## config.mk

```make
export PLATFORM = sky130hd
export DESIGN_NAME = dcsi_irq
export DESIGN_NICKNAME = d
export VERILOG_FILES = /design/src/rtl/dcsi_pkg.sv /design/src/rtl/dcsi_irq.sv /design/src/rtl/dcsi_channel.sv
export SDC_FILE = /design/constraint.sdc
export NUM_CORES = 1
export LEC_CHECK = 0
export ABC_AREA = 1
export BUFFER_PORTS_ARGS = -buffer_cell sky130_fd_sc_hd__buf_2
export CORE_MARGIN = 5
export CORE_UTILIZATION = 38
export DETAILED_ROUTE_END_ITERATION = 10
export PLACE_DENSITY = 0.58
export SLEW_MARGIN = 20
export SYNTH_ARGS = -nofsm -noshare
export SYNTH_HDL_FRONTEND = slang
export SYNTH_SLANG_ARGS = --single-unit
```

## constraint.sdc

```tcl
create_clock -name clock_i -period 2.8 [get_ports clock_i]
set_input_delay 0.28 -clock clock_i [delete_from_list [all_inputs] [get_ports clock_i]]
set_output_delay 0.28 -clock clock_i [all_outputs]
set_load 0.005 [all_outputs]
```

## src/rtl/dcsi_pkg.sv

```systemverilog
// Package: shared types and constants for the serial interrupt logic
package dcsi_pkg;
  // Receive interrupt mode field position and codes
  localparam int RX_MODE_LSB = 3;
  localparam int RX_MODE_MSB = 4;
  localparam logic [1:0] RXM_OFF = 2'h0;
  localparam logic [1:0] RXM_FIRST = 2'h1;
  localparam logic [1:0] RXM_ALL = 2'h2;
  localparam logic [1:0] RXM_SPECIAL = 2'h3;
  // Receive data FIFO depth
  localparam int RX_DEPTH = 4;
  // Source indices, highest priority first
  localparam int SRC_NUM = 6;
  localparam int SRC_RX_A = 0;
  localparam int SRC_TX_A = 1;
  localparam int SRC_ES_A = 2;
  localparam int SRC_RX_B = 3;
  localparam int SRC_TX_B = 4;
  localparam int SRC_ES_B = 5;
  // Status codes placed in the vector
  localparam logic [2:0] ST_B_TX = 3'h0;
  localparam logic [2:0] ST_B_ES = 3'h1;
  localparam logic [2:0] ST_B_RX = 3'h2;
  localparam logic [2:0] ST_B_SP = 3'h3;
  localparam logic [2:0] ST_A_TX = 3'h4;
  localparam logic [2:0] ST_A_ES = 3'h5;
  localparam logic [2:0] ST_A_RX = 3'h6;
  localparam logic [2:0] ST_A_SP = 3'h7;
  // Reset values
  localparam logic [7:0] VECTOR_RST = 8'h00;
  localparam logic [5:0] FLAGS_RST = 6'h00;

  // Interrupt control settings
  typedef struct packed {
    logic master_interrupt_enable;
    logic chain_disable;
    logic no_vector_select;
    logic status_in_vector;
    logic status_high;
  } dcsi_ctrl_t;

  // Per channel mode settings
  typedef struct packed {
    logic [4:0] interrupt_mode_register;
    logic parity_special;
    logic es_enable;
  } dcsi_chmode_t;

  // Per channel receive event inputs
  typedef struct packed {
    logic char_valid;
    logic [7:0] char_data;
    logic overrun;
    logic framing;
    logic end_of_frame;
    logic parity;
    logic async_mode;
    logic sdlc_mode;
  } dcsi_rxev_t;

  // Per channel commands, each a one-cycle pulse
  typedef struct packed {
    logic data_read;
    logic enable_next_char;
    logic error_reset;
    logic tx_write;
    logic reset_tx_pending;
    logic tx_buffer_emptied;
    logic crc_done_flag_loaded;
    logic es_event;
    logic reset_es;
  } dcsi_cmd_t;
endpackage : dcsi_pkg

```

## src/rtl/dcsi_irq.sv

```systemverilog
// Top: two-channel interrupt priority, acknowledge and vector logic
`timescale 1ns/100ps
// Operation
// (RL1) Acknowledge picks highest eligible pending source
// (RL2) No-vector low drives programmed vector
// (RL3) No-vector high leaves data bus released
// (RL4) Status-in-vector substitutes three cause bits
// (RL5) Position select uses bits 1-3 or 4-6
// (RL6) Cause codes per channel; high placement reversed
// (RL7) Reset-highest command clears under-service flag
// (RL8) Chain disable forces chain output low
// (RL9) Two-bit field selects four receive modes
// (RL10) Data read pops data and status together
// (RL11) First-character mode interrupts once until rearmed
// (RL12) Special: overrun, framing, end of frame, parity
// (RL13) Special locks FIFO until error reset
// (RL14) Locked FIFO withholds receive DMA
// (RL15) Every-character mode pends on each character
// (RL16) Every-character mode never locks FIFO
// (RL17) Special-only mode pends only on specials
// (RL18) Receive causes share one flag pair
// (RL19) Transmit pends only on full-to-empty
// (RL20) End of CRC pends without buffer empty
// (RL21) Write or command clears transmit pending
// (RL22) Pending flags stay visible without master enable
// (RL23) Channel A above B; receive, transmit, status
// (RL24) Master enable off acts as chain input low
// (RL25) Pending or serviced source pulls chain output low; the code pulls it low for an enabled pending source only during acknowledge
// (RL26) Reset-highest clears only highest serviced flag
module dcsi_irq (
  // Clock and reset
  input wire logic clock_i,
  input wire logic sys_rst_i,
  input wire logic clk_en_i,
  // Configuration
  input wire dcsi_pkg::dcsi_ctrl_t ctrl_i,
  input wire logic [7:0] vector_register_i,
  input wire dcsi_pkg::dcsi_chmode_t mode_a_i,
  input wire dcsi_pkg::dcsi_chmode_t mode_b_i,
  input wire logic [2:0] source_enable_a_i,
  input wire logic [2:0] source_enable_b_i,
  // Channel events and commands
  input wire dcsi_pkg::dcsi_rxev_t rx_a_i,
  input wire dcsi_pkg::dcsi_rxev_t rx_b_i,
  input wire dcsi_pkg::dcsi_cmd_t cmd_a_i,
  input wire dcsi_pkg::dcsi_cmd_t cmd_b_i,
  input wire logic reset_highest_ius_i,
  // Daisy chain and acknowledge
  input wire logic chain_input_i,
  input wire logic irq_acknowledge_n_i,
  input wire logic vector_read_i,
  output logic chain_output_o,
  output logic irq_n_o,
  output logic irq_oe_n_o,
  output logic [7:0] data_o,
  output logic data_oe_n_o,
  // Status
  output logic [5:0] pending_flags_o,
  output logic [5:0] under_service_o,
  output logic [7:0] vector_readback_o,
  output logic [7:0] rx_data_a_o,
  output logic [3:0] rx_status_a_o,
  output logic [7:0] rx_data_b_o,
  output logic [3:0] rx_status_b_o,
  output logic [1:0] rx_avail_o,
  output logic [1:0] dma_req_o,
  output logic [1:0] tx_empty_o
);
  typedef struct packed {
    logic [5:0] under_service_flag;
    logic [7:0] dout;
    logic dout_en;
    logic irq;
  } dcsi_top_t;

  dcsi_top_t s_q, s_d;
  logic [5:0] ip;
  logic [5:0] ie;
  logic [1:0] rx_sp;
  logic [1:0] rxp;
  logic [1:0] txp;
  logic [1:0] esp;
  logic [5:0] sel;
  logic [5:0] clr;
  logic [5:0] req;
  logic [2:0] code;
  logic [7:0] vec;
  logic chain_en;
  logic blocked;
  logic ack;
  logic any_sel;

  dcsi_channel #(.DEPTH(dcsi_pkg::RX_DEPTH)) u_ch_a (
    .clock_i(clock_i),
    .sys_rst_i(sys_rst_i),
    .clk_en_i(clk_en_i),
    .mode_i(mode_a_i),
    .rx_i(rx_a_i),
    .cmd_i(cmd_a_i),
    .rx_pending_o(rxp[1]),
    .rx_special_o(rx_sp[1]),
    .tx_pending_o(txp[1]),
    .es_pending_o(esp[1]),
    .rx_data_o(rx_data_a_o),
    .rx_status_o(rx_status_a_o),
    .rx_avail_o(rx_avail_o[1]),
    .fifo_locked_o(),
    .dma_req_o(dma_req_o[1]),
    .tx_empty_o(tx_empty_o[1])
  );

  dcsi_channel #(.DEPTH(dcsi_pkg::RX_DEPTH)) u_ch_b (
    .clock_i(clock_i),
    .sys_rst_i(sys_rst_i),
    .clk_en_i(clk_en_i),
    .mode_i(mode_b_i),
    .rx_i(rx_b_i),
    .cmd_i(cmd_b_i),
    .rx_pending_o(rxp[0]),
    .rx_special_o(rx_sp[0]),
    .tx_pending_o(txp[0]),
    .es_pending_o(esp[0]),
    .rx_data_o(rx_data_b_o),
    .rx_status_o(rx_status_b_o),
    .rx_avail_o(rx_avail_o[0]),
    .fifo_locked_o(),
    .dma_req_o(dma_req_o[0]),
    .tx_empty_o(tx_empty_o[0])
  );

  // Priority order index 0 highest [RL23]
  assign ip = {esp[0], txp[0], rxp[0], esp[1], txp[1], rxp[1]};
  assign ie = {source_enable_b_i[2], source_enable_b_i[1],
               source_enable_b_i[0], source_enable_a_i[2],
               source_enable_a_i[1], source_enable_a_i[0]};
  // Pending flags readable regardless of master enable [RL22]
  assign pending_flags_o = ip;
  assign ack = !irq_acknowledge_n_i;
  // Master enable off equals chain input low [RL24]
  assign chain_en = chain_input_i && ctrl_i.master_interrupt_enable;

  always_comb begin
    sel = '0;
    clr = '0;
    req = '0;
    blocked = !chain_en;
    code = dcsi_pkg::ST_B_TX;
    any_sel = 1'b0;
    // Daisy walk; ius masks lower, ip gated in during acknowledge [RL1]
    for (int i = 0; i < dcsi_pkg::SRC_NUM; i++) begin
      if (!blocked && ip[i] && ie[i] && !s_q.under_service_flag[i]) begin
        sel[i] = ack;
        req[i] = 1'b1;
      end
      if (s_q.under_service_flag[i] || (ack && ip[i] && ie[i])) begin
        blocked = 1'b1;
      end
    end
    // Clear only the highest set under-service flag [RL26]
    for (int i = dcsi_pkg::SRC_NUM - 1; i >= 0; i--) begin
      if (s_q.under_service_flag[i]) begin
        clr = '0;
        clr[i] = 1'b1;
      end
    end
    // Cause of highest selected or pending source [RL6] [RL18]
    for (int i = dcsi_pkg::SRC_NUM - 1; i >= 0; i--) begin
      if (req[i]) begin
        any_sel = 1'b1;
      end
    end
    if (req[dcsi_pkg::SRC_ES_B]) code = dcsi_pkg::ST_B_ES;
    if (req[dcsi_pkg::SRC_TX_B]) code = dcsi_pkg::ST_B_TX;
    if (req[dcsi_pkg::SRC_RX_B]) begin
      code = rx_sp[0] ? dcsi_pkg::ST_B_SP : dcsi_pkg::ST_B_RX;
    end
    if (req[dcsi_pkg::SRC_ES_A]) code = dcsi_pkg::ST_A_ES;
    if (req[dcsi_pkg::SRC_TX_A]) code = dcsi_pkg::ST_A_TX;
    if (req[dcsi_pkg::SRC_RX_A]) begin
      code = rx_sp[1] ? dcsi_pkg::ST_A_SP : dcsi_pkg::ST_A_RX;
    end
    // Vector with optional status, low or reversed high [RL4] [RL5]
    vec = vector_register_i;
    if (ctrl_i.status_in_vector) begin
      if (ctrl_i.status_high) begin
        vec[6:4] = {code[0], code[1], code[2]};
      end else begin
        vec[3:1] = code;
      end
    end
    s_d = s_q;
    if (reset_highest_ius_i) begin
      s_d.under_service_flag = s_q.under_service_flag & ~clr; // [RL7]
    end
    s_d.dout_en = 1'b0;
    if (ack && vector_read_i && (|sel)) begin
      s_d.under_service_flag = s_d.under_service_flag | sel; // [RL1]
      s_d.dout = vec;
      s_d.dout_en = !ctrl_i.no_vector_select; // [RL2] [RL3]
    end
    s_d.irq = any_sel && !ack;
  end

  always_ff @(posedge clock_i) begin
    if (sys_rst_i) begin
      s_q <= '0;
    end else if (clk_en_i) begin
      s_q <= s_d;
    end
  end

  // Chain output: disable, serviced or acknowledged pending [RL8] [RL25]
  assign chain_output_o = chain_en && !ctrl_i.chain_disable &&
                          !(|s_q.under_service_flag) && !(ack && |(ip & ie));
  assign irq_n_o = 1'b0;
  assign irq_oe_n_o = !s_q.irq;
  assign data_o = s_q.dout;
  assign data_oe_n_o = !s_q.dout_en;
  assign under_service_o = s_q.under_service_flag;
  assign vector_readback_o = vec;

  property p_sel_one;
    @(posedge clock_i) disable iff (sys_rst_i)
      clk_en_i && ack && vector_read_i && (|sel) && !reset_highest_ius_i
      |=> $onehot(under_service_o & ~$past(under_service_o));
  endproperty
  a_sel_one: assert property (p_sel_one) // [RL1]
    else $error("acknowledge did not set exactly one flag");

  property p_nv_float;
    @(posedge clock_i) disable iff (sys_rst_i)
      clk_en_i && ctrl_i.no_vector_select |=> data_oe_n_o;
  endproperty
  a_nv_float: assert property (p_nv_float) // [RL3]
    else $error("bus driven with no-vector set");

  property p_vec_drive;
    @(posedge clock_i) disable iff (sys_rst_i)
      clk_en_i && ack && vector_read_i && (|sel) &&
      !ctrl_i.no_vector_select |=> !data_oe_n_o && data_o == $past(vec);
  endproperty
  a_vec_drive: assert property (p_vec_drive) // [RL2]
    else $error("vector not driven");

  property p_raw_vec;
    @(posedge clock_i) disable iff (sys_rst_i)
      !ctrl_i.status_in_vector |-> vector_readback_o == vector_register_i;
  endproperty
  a_raw_vec: assert property (p_raw_vec) // [RL4]
    else $error("vector modified without status");

  property p_dlc;
    @(posedge clock_i) disable iff (sys_rst_i)
      ctrl_i.chain_disable |-> !chain_output_o;
  endproperty
  a_dlc: assert property (p_dlc) // [RL8]
    else $error("chain output high while disabled");

  property p_mie;
    @(posedge clock_i) disable iff (sys_rst_i)
      clk_en_i && !ctrl_i.master_interrupt_enable |=> irq_oe_n_o;
  endproperty
  a_mie: assert property (p_mie) // [RL24]
    else $error("request with master enable off");

  property p_ius_chain;
    @(posedge clock_i) disable iff (sys_rst_i)
      (|under_service_o) |-> !chain_output_o;
  endproperty
  a_ius_chain: assert property (p_ius_chain) // [RL25]
    else $error("chain open while under service");

  property p_rst_one;
    @(posedge clock_i) disable iff (sys_rst_i)
      clk_en_i && reset_highest_ius_i && !(ack && vector_read_i) &&
      $countones(under_service_o) == 2
      |=> $countones(under_service_o) == 1;
  endproperty
  a_rst_one: assert property (p_rst_one) // [RL26]
    else $error("reset-highest cleared wrong count");

  c_ack: cover property (@(posedge clock_i) disable iff (sys_rst_i)
    ack && vector_read_i && (|sel));
  c_two_ius: cover property (@(posedge clock_i) disable iff (sys_rst_i)
    $countones(under_service_o) == 2);
  c_rst_ius: cover property (@(posedge clock_i) disable iff (sys_rst_i)
    reset_highest_ius_i && (|under_service_o));
endmodule : dcsi_irq

```

## src/rtl/dcsi_channel.sv

```systemverilog
// Receive and transmit pending logic for one channel
`timescale 1ns/100ps
module dcsi_channel #(
  parameter int DEPTH = dcsi_pkg::RX_DEPTH
) (
  // Clock and reset
  input wire logic clock_i,
  input wire logic sys_rst_i,
  input wire logic clk_en_i,
  // Settings and events
  input wire dcsi_pkg::dcsi_chmode_t mode_i,
  input wire dcsi_pkg::dcsi_rxev_t rx_i,
  input wire dcsi_pkg::dcsi_cmd_t cmd_i,
  // Results
  output logic rx_pending_o,
  output logic rx_special_o,
  output logic tx_pending_o,
  output logic es_pending_o,
  output logic [7:0] rx_data_o,
  output logic [3:0] rx_status_o,
  output logic rx_avail_o,
  output logic fifo_locked_o,
  output logic dma_req_o,
  output logic tx_empty_o
);
  if (DEPTH < 2 || DEPTH > 16) begin : g_depth_chk
    $error("DEPTH out of range");
  end
  localparam int AW = $clog2(DEPTH);

  typedef struct packed {
    logic [DEPTH-1:0][11:0] mem;
    logic [AW-1:0] rd;
    logic [AW-1:0] wr;
    logic [AW:0] cnt;
    logic first_armed;
    logic first_hit;
    logic locked;
    logic sp_done;
    logic tx_pend;
    logic tx_full;
    logic es_pend;
  } dcsi_ch_t;

  dcsi_ch_t s_q, s_d;
  logic [1:0] rxm;
  logic [3:0] in_st;
  logic in_sp;
  logic head_sp;
  logic pop;
  logic push;

  always_comb begin
    rxm = mode_i.interrupt_mode_register[dcsi_pkg::RX_MODE_MSB:
                                         dcsi_pkg::RX_MODE_LSB]; // [RL9]
    // Special: overrun, async framing, sdlc end of frame, opt parity [RL12]
    in_st = {rx_i.overrun, rx_i.framing & rx_i.async_mode,
             rx_i.end_of_frame & rx_i.sdlc_mode,
             rx_i.parity & mode_i.parity_special};
    in_sp = |in_st;
    head_sp = |s_q.mem[s_q.rd][3:0];
    // Pop data and status together [RL10]; locked FIFO holds head [RL13]
    pop = cmd_i.data_read && s_q.cnt != '0 && !s_q.locked;
    push = rx_i.char_valid;
    s_d = s_q;
    if (push) begin
      s_d.mem[s_q.wr] = {rx_i.char_data, in_st};
      s_d.wr = (s_q.wr == AW'(DEPTH - 1)) ? '0 : s_q.wr + 1'b1;
    end
    if (pop) begin
      s_d.rd = (s_q.rd == AW'(DEPTH - 1)) ? '0 : s_q.rd + 1'b1;
    end
    // Full FIFO overwrites last entry; overrun flags it
    if (push && !pop && s_q.cnt == (AW+1)'(DEPTH)) begin
      s_d.wr = s_q.wr;
      s_d.mem[(s_q.wr == '0) ? AW'(DEPTH - 1) : s_q.wr - 1'b1] =
        {rx_i.char_data, in_st | 4'h8};
      s_d.mem[s_q.wr] = s_q.mem[s_q.wr];
    end else if (push && !pop) begin
      s_d.cnt = s_q.cnt + 1'b1;
    end else if (pop && !push) begin
      s_d.cnt = s_q.cnt - 1'b1;
    end
    // First character mode arming [RL11]
    if (cmd_i.enable_next_char || rxm != dcsi_pkg::RXM_FIRST) begin
      s_d.first_armed = 1'b1;
      s_d.first_hit = 1'b0;
    end
    if (rxm == dcsi_pkg::RXM_FIRST && s_q.first_armed && s_q.cnt != '0) begin
      s_d.first_armed = 1'b0;
      s_d.first_hit = 1'b1;
    end
    if (s_q.first_hit && pop) begin
      s_d.first_hit = 1'b0;
    end
    // Lock on special head in first-char and special-only modes [RL13] [RL16]
    if (cmd_i.error_reset) begin
      s_d.locked = 1'b0;
      s_d.sp_done = s_q.locked;
    end
    // Serviced special head stays unlocked until popped
    if (pop) begin
      s_d.sp_done = 1'b0;
    end
    if (s_q.cnt != '0 && head_sp && !s_q.locked && !s_q.sp_done &&
        (rxm == dcsi_pkg::RXM_FIRST || rxm == dcsi_pkg::RXM_SPECIAL)) begin
      s_d.locked = 1'b1;
    end
    // Transmit pending: full to empty or end of CRC [RL19] [RL20]
    if (cmd_i.tx_write) begin
      s_d.tx_full = 1'b1;
    end
    if (cmd_i.tx_write || cmd_i.reset_tx_pending) begin
      s_d.tx_pend = 1'b0; // [RL21]
    end
    if (cmd_i.tx_buffer_emptied && s_q.tx_full) begin
      s_d.tx_full = 1'b0;
      s_d.tx_pend = mode_i.interrupt_mode_register[1];
    end
    if (cmd_i.crc_done_flag_loaded && mode_i.interrupt_mode_register[1]) begin
      s_d.tx_pend = 1'b1;
    end
    if (cmd_i.reset_es) begin
      s_d.es_pend = 1'b0;
    end
    if (cmd_i.es_event && mode_i.es_enable) begin
      s_d.es_pend = 1'b1;
    end
  end

  always_ff @(posedge clock_i) begin
    if (sys_rst_i) begin
      s_q <= '0;
      s_q.first_armed <= 1'b1;
      s_q.tx_full <= 1'b0;
    end else if (clk_en_i) begin
      s_q <= s_d;
    end
  end

  always_comb begin
    rx_special_o = 1'b0;
    rx_pending_o = 1'b0;
    unique case (rxm)
      dcsi_pkg::RXM_OFF: rx_pending_o = 1'b0;
      // Special cause only while the locked head is read; the lock pends at once [RL13]
      dcsi_pkg::RXM_FIRST: begin
        rx_special_o = s_q.locked && cmd_i.data_read;
        rx_pending_o = s_q.first_hit || s_q.locked;
      end
      // Every character, shared flag [RL15] [RL18]
      dcsi_pkg::RXM_ALL: begin
        rx_special_o = s_q.cnt != '0 && head_sp;
        rx_pending_o = s_q.cnt != '0;
      end
      // Only special characters [RL17]
      dcsi_pkg::RXM_SPECIAL: begin
        rx_special_o = s_q.locked;
        rx_pending_o = s_q.locked;
      end
    endcase
  end

  assign tx_pending_o = s_q.tx_pend;
  assign es_pending_o = s_q.es_pend;
  assign rx_data_o = s_q.mem[s_q.rd][11:4];
  assign rx_status_o = s_q.mem[s_q.rd][3:0];
  assign rx_avail_o = s_q.cnt != '0;
  assign fifo_locked_o = s_q.locked;
  // No DMA while special locks FIFO [RL14]
  assign dma_req_o = s_q.cnt != '0 && !s_q.locked && !head_sp &&
                     rxm == dcsi_pkg::RXM_SPECIAL;
  assign tx_empty_o = !s_q.tx_full;

  property p_tx_clear;
    @(posedge clock_i) disable iff (sys_rst_i)
      clk_en_i && cmd_i.tx_write && !cmd_i.crc_done_flag_loaded &&
      !cmd_i.tx_buffer_emptied |=> !tx_pending_o;
  endproperty
  a_tx_clear: assert property (p_tx_clear) // [RL21]
    else $error("tx pending not cleared by write");

  property p_no_dma_locked;
    @(posedge clock_i) disable iff (sys_rst_i)
      fifo_locked_o |-> !dma_req_o;
  endproperty
  a_no_dma_locked: assert property (p_no_dma_locked) // [RL14]
    else $error("dma while locked");

  property p_all_no_lock;
    @(posedge clock_i) disable iff (sys_rst_i)
      rxm == dcsi_pkg::RXM_ALL && !fifo_locked_o |=> !fifo_locked_o;
  endproperty
  a_all_no_lock: assert property (p_all_no_lock) // [RL16]
    else $error("lock in all-character mode");
endmodule : dcsi_channel

```

==> metrics.md <==
| Metric | Value |
|---|---|
| Drt wl/cell | `17.5 µm` |
| Cell taking the most area after synthesis | `sky130_fd_sc_hd__dfxtp_1` |
| Cell with the largest stage delay on the worst path | `sky130_fd_sc_hd__dfxtp_2` |
| Crit-path cells | `clkinvlp_4 > buf_12 > nand2_1 > nand3_1 > nand2_2 > nand2_1 > nor2_4 > o22ai_1 > a21oi_1 > nand2_1 > nand2_2 > nand3_1 > nand2_1 > inv_1 > buf_2` |
| Die Footprint | `0.0288 mm²` |
| GP Congestion | `0.874` |
| Count of boundary I/O pins | `150` |
| Core occupancy in the finished layout | `0.455` |
| Largest fanout of any net on the critical path | `8` |
| Most used flip-flop cell after synthesis | `sky130_fd_sc_hd__dfxtp_1` |
| Count of endpoints failing setup in the final report | `0` |
| Final worst clock skew | `12.9 ps` |
| Least setup slack across all paths after layout | `155 ps` |
| Pin count of the biggest net entering global routing | `150` |
| Post-place instance area | `0.0107 mm²` |
| Register bit count reported by yosys | `140` |
| Total number of yosys warnings | `0` |
| Diode count | `0` |
| Number of iterations in the first detailed-routing pass | `6` |
| Root buffer cell | `sky130_fd_sc_hd__clkbuf_16` |
| Post-synth EDFFs | `0` |
| Placement Rows | `58` |
| Leakage power | `5.02 nW` |
| Bufs on Longest Clock Path | `2` |
| Fraction of final layout cells sized beyond drive strength 1 | `0.169` |
| Post-route cell area | `0.0115 mm²` |
| Number of I/O port buffers | `144` |
| Commonest non-fill, non-tap cell in the layout | `sky130_fd_sc_hd__o21ai_0` |
| Hold Violations, Final | `0` |
| Worst EP required | `2520 ps` |
| Clock tree from TritonCTS | `done` |
| Worst-margin pin slew | `805 ps` |
| Critical path launch point type | `register` |
| Most used cells in the layout excluding fill and tap cells | `sky130_fd_sc_hd__o21ai_0, sky130_fd_sc_hd__nand2_1, sky130_fd_sc_hd__nor2_1, sky130_fd_sc_hd__buf_2, sky130_fd_sc_hd__dfxtp_1` |
| Worst-skew pair later-pin latency | `430 ps` |
| Design Power | `6.21 mW` |
| Dpl hpwl | `23600 µm` |
| Total wire length after detailed routing | `35000 µm` |
| Depth of the most critical reg-to-reg path | `11` |
| Worst VDD drop | `0.243 mV` |
| Hold-critical path depth | `3` |
| Total CTS buffers | `17` |
| Antenna viol nets, final | `0` |
| CP dominant cell by count | `sky130_fd_sc_hd__nand2_1` |
| Hold-fix buffer count after cts | `0` |
| First-pass GRT wire length | `55100 µm` |
| Non-filler instance count after layout | `2001` |
| Gate count of the mapped netlist | `1554` |
| Kind of end point of the critical path | `output port` |
| Die extent in y | `170 µm` |
| Via density per instance | `5.60` |
| Number of DRC violations after detailed routing | `0` |
| Power per cell area | `542 mW/mm²` |
| Proportion of netlist area held by the largest area contributor | `0.289` |
| Worst slew slack as a fraction of its limit | `0.463` |
| Top cells by area in the synthesized netlist | `sky130_fd_sc_hd__dfxtp_1, sky130_fd_sc_hd__o21ai_0, sky130_fd_sc_hd__nand2_1` |
| Final number of max-transition violations | `0` |
| Data arrival time of the critical path | `2370 ps` |
| Worst setup slack after placement | `36.2 ps` |
| Number of clock sinks seen by CTS | `140` |
| Number of antenna violations at the first check in global routing | `0` |
| Nets | `1761` |
| Cell count along the critical path | `15` |
| Distinct cell type count of the synthesized netlist | `46` |
| Buffering stage count on the worst path with inverters included | `4` |
| Post-synthesis instance area | `0.00970 mm²` |
| Number of levels in the clock H-tree | `4` |
| Placed cell count | `1965` |
| Synth Net Count | `1656` |
| Area growth from synthesis to layout | `18.1%` |
| Minimum period implied by the final worst setup slack | `2650 ps` |
| Largest stage delay, worst path | `350 ps` |
| Path type of the worst min-delay path | `in2reg` |
| Crit share post-route | `0.945` |
| Outcome | `finished clean` |
| Fmax | `378 MHz` |
| Grt ovf | `0` |
| Synthesized area per cell | `6.24 µm²` |
| Total GRT Usage | `0.235` |
| Total number of vias | `11200` |
| Die width | `170 µm` |
| # Max-Cap Violations | `0` |
| Category of cells accounting for the largest share of critical-path delay | `simple AND/OR/NAND/NOR gates` |
| Worst Path Class, Setup | `reg2out` |
| DRC violation total after the first TritonRoute iteration | `1147` |
| Share of synthesized flip-flops with an asynchronous set or reset | `0` |
| Area of the core | `0.0252 mm²` |
| Vias in the first global route | `10400` |
| Sequential cell area fraction in the yosys report | `0.289` |
| Initial core utilization | `0.385` |
| Clock transition at the register clock pins on the worst setup and hold paths after CTS | `60 ps` |
## stage by stage
stage | hold WS (ps) | TNS, ps
finish | 107 | 0
global route | 117 | -16.7
CTS | 98.5 | 0
detailed placement | 448 | 0
global placement | 444 | 0
floorplan | 424 | 0
## kinds of logic (layout without fill, tap and decap cells)
kind of cell             count (synthesis)  count (layout)  share of synthesized area
other                                    1               1                   0.000386
adder cells (fa/ha/maj)                 14              14                     0.0196
flip-flops                             140             140                      0.289
AND/OR/NAND/NOR                        555             555                      0.236
AO/OA/AOI/OAI                          576             576                      0.338
buffers and inverters                  268             385                      0.117
## what timing repair did
item,CTS,global route
gates resized for setup,2,15
hold endpoints to repair,0,0
setup buffers,0,5
setup endpoints to repair,2,23
pin swaps,0,5
gates cloned,0,0
## cells in the mapped netlist (2+ instances only)
cell type and n:
sky130_fd_sc_hd__a211oi_1 11, sky130_fd_sc_hd__a21oi_1 100, sky130_fd_sc_hd__a221oi_1 34, sky130_fd_sc_hd__a22oi_1 16, sky130_fd_sc_hd__a31oi_1 45, sky130_fd_sc_hd__a32o_1 2, sky130_fd_sc_hd__buf_1 5, sky130_fd_sc_hd__buf_2 7
sky130_fd_sc_hd__buf_4 30, sky130_fd_sc_hd__clkbuf_1 85, sky130_fd_sc_hd__dfxtp_1 140, sky130_fd_sc_hd__fa_1 2, sky130_fd_sc_hd__ha_1 12, sky130_fd_sc_hd__inv_1 137, sky130_fd_sc_hd__inv_2 2, sky130_fd_sc_hd__nand2_1 277
sky130_fd_sc_hd__nand2_2 5, sky130_fd_sc_hd__nand3_1 63, sky130_fd_sc_hd__nand3_2 2, sky130_fd_sc_hd__nand4_1 3, sky130_fd_sc_hd__nor2_1 179, sky130_fd_sc_hd__nor3_1 7, sky130_fd_sc_hd__nor3b_1 2, sky130_fd_sc_hd__nor4_1 3
sky130_fd_sc_hd__o211ai_1 25, sky130_fd_sc_hd__o21a_1 2, sky130_fd_sc_hd__o21ai_0 291, sky130_fd_sc_hd__o21ai_1 3, sky130_fd_sc_hd__o22ai_1 41, sky130_fd_sc_hd__o41ai_1 2, sky130_fd_sc_hd__or2_2 6
## power breakdown
group	switching, mW	leakage (nW)	internal [mW]	total, mW
Combinational	0.961	3.58	0.579	1.54
Sequential	0.141	1.15	2.13	2.27
Clock	0.965	0.286	1.43	2.40
Total	2.07	5.02	4.14	6.21
## metal layers
| metal | GRT usage | share of wire | wire (µm) | vias to the layer above |
|---|---|---|---|---|
| met5 | 0 | 0 | 0 | - |
| met4 | 0.0784 | 0.022 | 774 | 0 |
| met3 | 0.0417 | 0.069 | 2430 | 73 |
| met2 | 0.383 | 0.47 | 16500 | 435 |
| met1 | 0.316 | 0.44 | 15300 | 5136 |
| li1 | - | - | - | 5559 |
## worst min-delay path: cells and delay by family
| family | cells | cell delay [ps] |
|---|---|---|
| AOI/OAI and AO/OA | 1 | 60 |
| and+or+nand+nor | 1 | 80 |
| buffers and inverters | 1 | 80 |
## sequential cells by signal, indices dropped and copies added, names as in the netlist, 2 cells and up
| name | cells |
|---|---|
| under_service_o | 6 |
| u_ch_b.s_q | 59 |
| data_o | 8 |
| u_ch_a.s_q | 59 |
| s_q | 2 |
## path summary, 6_finish.rpt
check | end | from | slack, ps
setup reg to reg | u_ch_a.s_q[36]$_SDFFE_PP0P_ | u_ch_a.s_q[8]$_SDFFE_PP0P_ | 320
setup / recovery | vector_readback_o[1] | u_ch_b.s_q[12]$_SDFFE_PP0P_ | 150
hold / removal | data_o[7]$_SDFFE_PP0P_ | vector_register_i[7] | 110
hold reg to reg | u_ch_b.s_q[6]$_SDFFE_PP1P_ | u_ch_b.s_q[6]$_SDFFE_PP1P_ | 460
## cell type report
class | instances | area, µm²
clock inverter | 12 | 165
timing repair buffer | 214 | 1290
clock buffer | 19 | 443
tap | 330 | 413
fill | 2618 | 13700
inverter | 140 | 533
sequential | 140 | 2810
multi-input combinational | 1146 | 5810
Note: power is estimated with default switching activity, not from simulation.
